===== src/ocr_consts.vh =====
`ifndef OCR_CONSTS_VH
`define OCR_CONSTS_VH

// ----------------------------------------------------------------
// Register map
// ----------------------------------------------------------------
`define OCR_ADDR_W 8
`define OCR_DATA_W 8
`define OCR_ADDR_OUT2 8'h22
`define OCR_ADDR_OUT3 8'h23

// ----------------------------------------------------------------
// Field positions
// ----------------------------------------------------------------
`define OCR_SRC_BIT 7
`define OCR_FMT_HI 6
`define OCR_FMT_LO 5
`define OCR_MODEA_HI 4
`define OCR_MODEA_LO 3
`define OCR_MODEB_HI 2
`define OCR_MODEB_LO 1

// ----------------------------------------------------------------
// Reset values and writable masks
// ----------------------------------------------------------------
`define OCR_SRC_RST 1'b1
`define OCR_FMT_RST 2'h1
`define OCR_MODEA_RST 2'h2
`define OCR_MODEB_RST 2'h0
`define OCR_OUT2_RST 8'hb0
`define OCR_OUT3_RST 8'h30
`define OCR_OUT2_MASK 8'hfe
`define OCR_OUT3_MASK 8'h7e
`define OCR_RDATA_IDLE 8'h00

// ----------------------------------------------------------------
// Format codes
// ----------------------------------------------------------------
`define OCR_FMT_OFF 2'h0
`define OCR_FMT_ACDIFF 2'h1
`define OCR_FMT_HCSL 2'h2
`define OCR_FMT_CMOS 2'h3

// ----------------------------------------------------------------
// Mode codes and analog values
// ----------------------------------------------------------------
`define OCR_MODE_0 2'h0
`define OCR_MODE_1 2'h1
`define OCR_MODE_2 2'h2
`define OCR_MODE_3 2'h3
`define OCR_TAIL_4MA 5'h04
`define OCR_TAIL_6MA 5'h06
`define OCR_TAIL_8MA 5'h08
`define OCR_TAIL_16MA 5'h10
`define OCR_TAIL_NONE 5'h00
`define OCR_LOAD_NONE 8'h00
`define OCR_LOAD_50 8'h32
`define OCR_LOAD_100 8'h64
`define OCR_LOAD_200 8'hc8

`endif


===== src/ocr_ctl_reg.v =====
`timescale 1ns/1ps
`include "ocr_consts.vh"

module ocr_ctl_reg #(
    parameter [7:0] RST_VAL = 8'h00,
    parameter [7:0] WR_MASK = 8'hff
) (
    // Clock and control
    input wire core_clk,
    input wire rst,
    input wire ce,
    // Write side
    input wire we,
    input wire [7:0] wdata,
    // Stored value
    output wire [7:0] q
);

    reg [7:0] val_q;
    wire [7:0] val_d;

    // Reserved bits hold their reset value, which is zero
    assign val_d = (wdata & WR_MASK) | (RST_VAL & ~WR_MASK);
    assign q = val_q;

    always @(posedge core_clk) begin
        if (rst) begin
            val_q <= RST_VAL;
        end else if (ce && we) begin
            val_q <= val_d;
        end
    end

endmodule // ocr_ctl_reg


===== src/ocr_pair_ctl.v =====
`timescale 1ns/1ps
`include "ocr_consts.vh"

module ocr_pair_ctl (
    // Clock, reset, enable
    input wire core_clk,
    input wire rst,
    input wire ce,
    // Register port
    input wire [7:0] reg_addr,
    input wire [7:0] reg_wdata,
    input wire reg_wr,
    input wire reg_rd,
    output wire [7:0] reg_rdata,
    // Channel two controls
    output wire ch2_src_second,
    output wire [1:0] ch2_format,
    output wire ch2_drv_en,
    output wire [4:0] ch2_tail_ma,
    output wire [7:0] ch2_load_ohm,
    output wire ch2_p_oe,
    output wire ch2_p_run,
    output wire ch2_p_inv,
    output wire ch2_n_oe,
    output wire ch2_n_run,
    output wire ch2_n_inv,
    // Channel three controls
    output wire ch3_src_second,
    output wire [1:0] ch3_format,
    output wire ch3_drv_en,
    output wire [4:0] ch3_tail_ma,
    output wire [7:0] ch3_load_ohm,
    output wire ch3_p_oe,
    output wire ch3_p_run,
    output wire ch3_p_inv,
    output wire ch3_n_oe,
    output wire ch3_n_run,
    output wire ch3_n_inv
);

    // ----------------------------------------------------------------
    // Decode helpers
    // ----------------------------------------------------------------
    function is_diff;
        input [1:0] fmt;
        begin
            is_diff = (fmt == `OCR_FMT_ACDIFF) || (fmt == `OCR_FMT_HCSL);
        end
    endfunction

    // Formats other than off power the driver
    function is_on;
        input [1:0] fmt;
        begin
            is_on = (fmt != `OCR_FMT_OFF);
        end
    endfunction

    // Address decode shared by the write and read paths
    function [1:0] reg_sel;
        input [7:0] addr;
        begin
            reg_sel = 2'b00;
            case (addr)
                `OCR_ADDR_OUT2: reg_sel = 2'b01;
                `OCR_ADDR_OUT3: reg_sel = 2'b10;
                default: reg_sel = 2'b00;
            endcase
        end
    endfunction

    function [4:0] tail_of;
        input [1:0] fmt;
        input [1:0] code;
        begin
            tail_of = `OCR_TAIL_NONE;
            if (is_diff(fmt)) begin
                case (code)
                    `OCR_MODE_0: tail_of = `OCR_TAIL_4MA;
                    `OCR_MODE_1: tail_of = `OCR_TAIL_6MA;
                    `OCR_MODE_2: tail_of = `OCR_TAIL_8MA;
                    `OCR_MODE_3: tail_of = (fmt == `OCR_FMT_HCSL) ? `OCR_TAIL_16MA : `OCR_TAIL_8MA;
                    default: tail_of = `OCR_TAIL_NONE;
                endcase
            end
        end
    endfunction

    function [7:0] load_of;
        input [1:0] fmt;
        input [1:0] code;
        begin
            load_of = `OCR_LOAD_NONE;
            if (fmt == `OCR_FMT_HCSL) begin
                case (code)
                    `OCR_MODE_0: load_of = `OCR_LOAD_NONE;
                    `OCR_MODE_1: load_of = `OCR_LOAD_50;
                    `OCR_MODE_2: load_of = `OCR_LOAD_100;
                    `OCR_MODE_3: load_of = `OCR_LOAD_200;
                    default: load_of = `OCR_LOAD_NONE;
                endcase
            end
        end
    endfunction

    // ----------------------------------------------------------------
    // Register storage
    // ----------------------------------------------------------------
    wire wr_out2;
    wire wr_out3;
    wire [7:0] out2_q;
    wire [7:0] out3_q;
    wire [1:0] addr_hit;

    // Exact match only; no aliases of the two offsets
    assign addr_hit = reg_sel(reg_addr);

    assign wr_out2 = reg_wr && addr_hit[0];
    assign wr_out3 = reg_wr && addr_hit[1];

    // Bit 0 is masked off and stays zero
    ocr_ctl_reg #(
        .RST_VAL(`OCR_OUT2_RST),
        .WR_MASK(`OCR_OUT2_MASK)
    ) u_out2 (
        .core_clk(core_clk),
        .rst(rst),
        .ce(ce),
        .we(wr_out2),
        .wdata(reg_wdata),
        .q(out2_q)
    );

    // Bits 7 and 0 are masked off and stay zero
    ocr_ctl_reg #(
        .RST_VAL(`OCR_OUT3_RST),
        .WR_MASK(`OCR_OUT3_MASK)
    ) u_out3 (
        .core_clk(core_clk),
        .rst(rst),
        .ce(ce),
        .we(wr_out3),
        .wdata(reg_wdata),
        .q(out3_q)
    );

    // ----------------------------------------------------------------
    // Read port
    // ----------------------------------------------------------------
    reg [7:0] rdata_q;
    reg [7:0] rdata_d;

    // Unmapped reads return zero so software can probe the map safely
    always @* begin
        rdata_d = `OCR_RDATA_IDLE;
        if (reg_rd) begin
            case (addr_hit)
                2'b01: rdata_d = out2_q;
                2'b10: rdata_d = out3_q;
                default: rdata_d = `OCR_RDATA_IDLE;
            endcase
        end
    end

    // Data stand for one enabled cycle, zero otherwise; held while ce is low
    always @(posedge core_clk) begin
        if (rst) begin
            rdata_q <= `OCR_RDATA_IDLE;
        end else if (ce) begin
            rdata_q <= rdata_d;
        end
    end

    assign reg_rdata = rdata_q;

    // ----------------------------------------------------------------
    // Per-channel decode and output flops
    // ----------------------------------------------------------------
    wire [15:0] regs_w;
    wire src_second_w;

    assign regs_w = {out3_q, out2_q};
    // One selector feeds both channels of the pair
    assign src_second_w = out2_q[`OCR_SRC_BIT];

    genvar gi;
    generate
        for (gi = 0; gi < 2; gi = gi + 1) begin : g_ch
            wire [7:0] r;
            wire [1:0] fmt;
            wire [1:0] mode_a;
            wire [1:0] mode_b;
            wire single_end;
            wire drv_on;
            wire p_oe_d;
            wire p_run_d;
            wire p_inv_d;
            wire n_oe_d;
            wire n_run_d;
            wire n_inv_d;
            reg src_q;
            reg [1:0] fmt_q;
            reg en_q;
            reg [4:0] tail_q;
            reg [7:0] load_q;
            reg p_oe_q;
            reg p_run_q;
            reg p_inv_q;
            reg n_oe_q;
            reg n_run_q;
            reg n_inv_q;

            assign r = regs_w[gi*8 +: 8];
            assign fmt = r[`OCR_FMT_HI:`OCR_FMT_LO];
            assign mode_a = r[`OCR_MODEA_HI:`OCR_MODEA_LO];
            assign mode_b = r[`OCR_MODEB_HI:`OCR_MODEB_LO];
            assign single_end = (fmt == `OCR_FMT_CMOS);
            assign drv_on = is_on(fmt);

            // Both pins use one decoder type; only the code differs
            ocr_pin_dec u_pdec (
                .se_mode(single_end),
                .code(mode_a),
                .oe(p_oe_d),
                .run(p_run_d),
                .inv(p_inv_d)
            );

            ocr_pin_dec u_ndec (
                .se_mode(single_end),
                .code(mode_b),
                .oe(n_oe_d),
                .run(n_run_d),
                .inv(n_inv_d)
            );

            // Registered so the analog stage never sees decode glitches
            always @(posedge core_clk) begin
                if (rst) begin
                    src_q <= `OCR_SRC_RST;
                    fmt_q <= `OCR_FMT_RST;
                    en_q <= 1'b1;
                    tail_q <= `OCR_TAIL_8MA;
                    load_q <= `OCR_LOAD_NONE;
                    p_oe_q <= 1'b0;
                    p_run_q <= 1'b0;
                    p_inv_q <= 1'b0;
                    n_oe_q <= 1'b0;
                    n_run_q <= 1'b0;
                    n_inv_q <= 1'b0;
                end else if (ce) begin
                    src_q <= src_second_w;
                    fmt_q <= fmt;
                    en_q <= drv_on;
                    tail_q <= tail_of(fmt, mode_a);
                    load_q <= load_of(fmt, mode_b);
                    p_oe_q <= p_oe_d;
                    p_run_q <= p_run_d;
                    p_inv_q <= p_inv_d;
                    n_oe_q <= n_oe_d;
                    n_run_q <= n_run_d;
                    n_inv_q <= n_inv_d;
                end
            end
        end
    endgenerate

    // ----------------------------------------------------------------
    // Output wiring
    // ----------------------------------------------------------------
    assign ch2_src_second = g_ch[0].src_q;
    assign ch2_format = g_ch[0].fmt_q;
    assign ch2_drv_en = g_ch[0].en_q;
    assign ch2_tail_ma = g_ch[0].tail_q;
    assign ch2_load_ohm = g_ch[0].load_q;
    assign ch2_p_oe = g_ch[0].p_oe_q;
    assign ch2_p_run = g_ch[0].p_run_q;
    assign ch2_p_inv = g_ch[0].p_inv_q;
    assign ch2_n_oe = g_ch[0].n_oe_q;
    assign ch2_n_run = g_ch[0].n_run_q;
    assign ch2_n_inv = g_ch[0].n_inv_q;

    // Channel three follows the shared selector
    assign ch3_src_second = g_ch[1].src_q;
    assign ch3_format = g_ch[1].fmt_q;
    assign ch3_drv_en = g_ch[1].en_q;
    assign ch3_tail_ma = g_ch[1].tail_q;
    assign ch3_load_ohm = g_ch[1].load_q;
    assign ch3_p_oe = g_ch[1].p_oe_q;
    assign ch3_p_run = g_ch[1].p_run_q;
    assign ch3_p_inv = g_ch[1].p_inv_q;
    assign ch3_n_oe = g_ch[1].n_oe_q;
    assign ch3_n_run = g_ch[1].n_run_q;
    assign ch3_n_inv = g_ch[1].n_inv_q;

endmodule // ocr_pair_ctl


===== src/ocr_pin_dec.v =====
`timescale 1ns/1ps
`include "ocr_consts.vh"

module ocr_pin_dec (
    // Inputs
    input wire se_mode,
    input wire [1:0] code,
    // Pin controls
    output reg oe,
    output reg run,
    output reg inv
);

    always @* begin
        oe = 1'b0;
        run = 1'b0;
        inv = 1'b0;
        if (se_mode) begin
            case (code)
                `OCR_MODE_0: begin
                    oe = 1'b0;
                end
                `OCR_MODE_1: begin
                    oe = 1'b1;
                end
                `OCR_MODE_2: begin
                    oe = 1'b1;
                    run = 1'b1;
                    inv = 1'b1;
                end
                default: begin
                    oe = 1'b1;
                    run = 1'b1;
                end
            endcase
        end
    end

endmodule // ocr_pin_dec

===== config.mk =====
export PLATFORM = sky130hd
export DESIGN_NAME = ocr_pair_ctl
export DESIGN_NICKNAME = d
export VERILOG_FILES = /design/src/ocr_ctl_reg.v /design/src/ocr_pair_ctl.v /design/src/ocr_pin_dec.v
export VERILOG_INCLUDE_DIRS = /design/src /design/src/src
export SDC_FILE = /design/constraint.sdc
export NUM_CORES = 1
export LEC_CHECK = 0
export BUFFER_PORTS_ARGS = -buffer_cell sky130_fd_sc_hd__buf_2
export CORE_UTILIZATION = 51
export CTS_CLUSTER_SIZE = 25
export DETAILED_ROUTE_END_ITERATION = 8
export GPL_TIMING_DRIVEN = 0
export PLACE_DENSITY = 0.82
export SKIP_LAST_GASP = 1
export SYNTH_ARGS = -nofsm -noshare
export SYNTH_HDL_FRONTEND = slang
export SYNTH_SLANG_ARGS = --single-unit

===== constraint.sdc =====
create_clock -name core_clk -period 2.2 [get_ports core_clk]
set_input_delay 0.11 -clock core_clk [delete_from_list [all_inputs] [get_ports core_clk]]
set_output_delay 0.11 -clock core_clk [all_outputs]
set_load 0.01 [all_outputs]

==> out/qor.txt <==
Worst-path fanout max: 10
Grt total ovfl: 0
Outcome: completed
# rows: 25
Worst vdd ir: 0.0005229 V
DRT Pass-1 Iters: 4
Tot GR Track Use: 0.2556
Port Buf Inserts: 68
Max cap viols: 0
Pre-CTS setup slack: 0.07998 ns
Multi-input logic area: 1294 um2
Resized cells post-CTS: 0
P_leak: 0.001587 uW
Unique masters post-synth: 32
Syn Inst Count: 291
Die width: 73.75 um
Die area: 5438 um2
Sequential share of power: 0.440
Initial Util: 0.5414
HPWL after DPL: 4472 um
Top Ports: 75
Fill cell count: 413
Kind of critical path: primary input to flop
H-tree depth: 3
Root Buffer: clkbuf_8
Ys flop type: dfxtp_1
Clock-pin slew on the worst setup and hold paths: 0.06 ns
WP data arrival: 2.10 ns
Clock skew: 0.007931 ns
CP Cell Sequence: buf_2 > nor4b_4 > and2_2 > nor2b_1 > ha_1 > nor3b_1 > buf_2 > nand3_1 > nand2_1
Relative slew margins: 0.6538
Post-CTS Setup Repair Bufs: 0
CP max-delay cell: nor3b_1
Hold Crit Start: reg_wdata[7]
Ys async rst share: 0
Most common cell after layout, fill and taps aside: buf_2
Longest Clk Path Bufs: 2
Final setup viols: 0
Crit. Startpoint: reg_addr[4]
Most frequent cells in the layout: 76 x buf_2, 57 x dfxtp_1, 32 x nand2_1
RSZ-0062 raised after global routing: no
PwrDens: 714.0 nW/um2
Worst slew pin tran: 0.5193 ns
Fin util: 0.6823
Crit path largest cell delay: 0.37 ns
CTS tree: built
Area of the core: 4848 um2
Gpl congestion: 0.8412
Residual DRC count: 0
CTS Buf Count: 9
Register area: 1141 um2
Area leader, netlist: dfxtp_1
Iter 0 DRT Violations: 147
Min setup slack post-route: 0.3780 ns
Hold crit path type: primary input to flop
Final hold vios: 0
Avg Synthesized Cell Area: 9.021 um2
Setup_tns: 0 ns
Clock Power Share: 0.512
Seq cells post-synth: 57
Top cells by area, synth: dfxtp_1 43%, ha_1 8.6%, mux2i_1 6.5%
Initial antenna violation count: 0
EDFF count, synth: 0
Combinational share of power: 0.048
Fmax: 0.5489 GHz
Period utilization: 0.8282
Largest net degree at the start of global routing: 11
CTS Hold Bufs: 0
Slew Limit Fails: 0
Die height: 73.75 um
Reg2reg start: u_out3.q[6]$_SDFFE_PP0P_
Post-synthesis sequential area ratio: 0.4347
Synthesized area: 2625 um2
Share of layout cells above drive strength 1: 0.2823
First-pass GRT wire length: 10180 um
WP data required: 2.48 ns
CTS sink count: 57
Post-synth top area share: 0.4347
Tmin final: 1.822 ns
P_sw: 498.2 uW
Sw frac: 0.2109
Routed wire length: 6347 um
Antenna Nets Post-Route: 0
Post-detailed-route wirelength per cell: 14.23 um
Average vias per placed instance: 5.209
Worst Setup End Kind: flop
P&R area growth vs syn: 26.02%
Pint: 1864 uW
Ant. Diodes: 0
CP most frequent cell: buf_2
Clk_lat worst skew: 0.34 ns
YS warnings: 0
Crit start category: primary input
Nets@finish: 413
Via count: 2323
Vias in the first global route: 2157
## metal layers
layer	GRT usage	share of wire
met1	0.3084	0.43
met5	0	0
met2	0.4230	0.49
met4	0.1111	0.021
met3	0.07270	0.057
## metrics by stage
| stage | std cells | power, uW | hold WS [ns] | area (um2) |
|---|---|---|---|---|
| after detailed placement | 430 | 1174 | 0.3934 | 3064 |
| after global placement | 430 | 1173 | 0.3640 | 3064 |
| after global routing | 446 | 2435 | 0.05086 | 3308 |
| final | 446 | 2362 | 0.04838 | 3308 |
| after floorplan | 295 | 1131 | 0.2712 | 2640 |
| after CTS | 446 | 2373 | 0.03705 | 3308 |
## synthesized netlist by cell type, types with 8 or more instances
master / n
dfxtp_1: 57
a21oi_1: 26
nor2_1: 20
clkbuf_1: 10
inv_1: 10
mux2i_1: 17
buf_4: 10
nand2b_1: 15
buf_2: 8
ha_1: 18
nand3_1: 22
nand2_1: 32
## worst max-delay path: cells and delay by family
| family | cells | cell delay [ns] |
|---|---|---|
| and+or+nand+nor | 6 | 1.32 |
| buffers and inverters | 2 | 0.40 |
| adders and majority gates | 1 | 0.26 |
## power groups by stage
stage	clock (uW)	combinational, uW	sequential, uW
5_1_grt	1270	124	1040
6_report	1210	113	1040
4_1_cts	1220	113	1040
2_1_floorplan	0	67.0	1060
3_5_place_dp	0	112	1060
3_3_place_gp	0	110	1060
## registers in the layout, indices dropped and copies added, names as in the netlist, 2 cells and up
register and flops:
ch2_load_ohm 5, u_out2.q 7, u_out3.q 6, ch2_format 2, ch2_tail_ma 4, reg_rdata 7
ch3_load_ohm 5, ch3_format 2, ch3_tail_ma 4
## worst paths after layout
kind | end | slack [ns] | depth (start not counted)
min reg2reg | ch2_n_inv$_SDFFE_PP0P_ | 0.46 | 2
min | u_out2.q[7]$_SDFFE_PP1P_ | 0.05 | 3
max reg2reg | ch3_n_run$_SDFFE_PP0P_ | 0.82 | 4
max | reg_rdata[4]$_SDFFE_PP0P_ | 0.38 | 9
## kinds of logic (layout without fill, tap and decap cells)
logic type | after synthesis | after routing | share of synthesized area
AO/OA/AOI/OAI | 46 | 46 | 0.1087
adder cells (fa/ha/maj) | 18 | 18 | 0.08580
buffers and inverters | 40 | 124 | 0.07817
flip-flops | 57 | 57 | 0.4347
multiplexers | 17 | 17 | 0.06482
other | 1 | 5 | 0.001429
AND/OR/NAND/NOR | 112 | 112 | 0.2264
## final cells by class
| class | count | area share |
|---|---|---|
| multi-input combinational | 198 | 0.3911 |
| sequential | 57 | 0.3449 |
| inverter | 11 | 0.01248 |
| clock inverter | 5 | 0.03101 |
| timing repair buffer | 68 | 0.1029 |
| buffer | 29 | 0.04955 |
| tap | 67 | 0.02534 |
| clock buffer | 11 | 0.04274 |
Power figures use the tool's default switching activity.
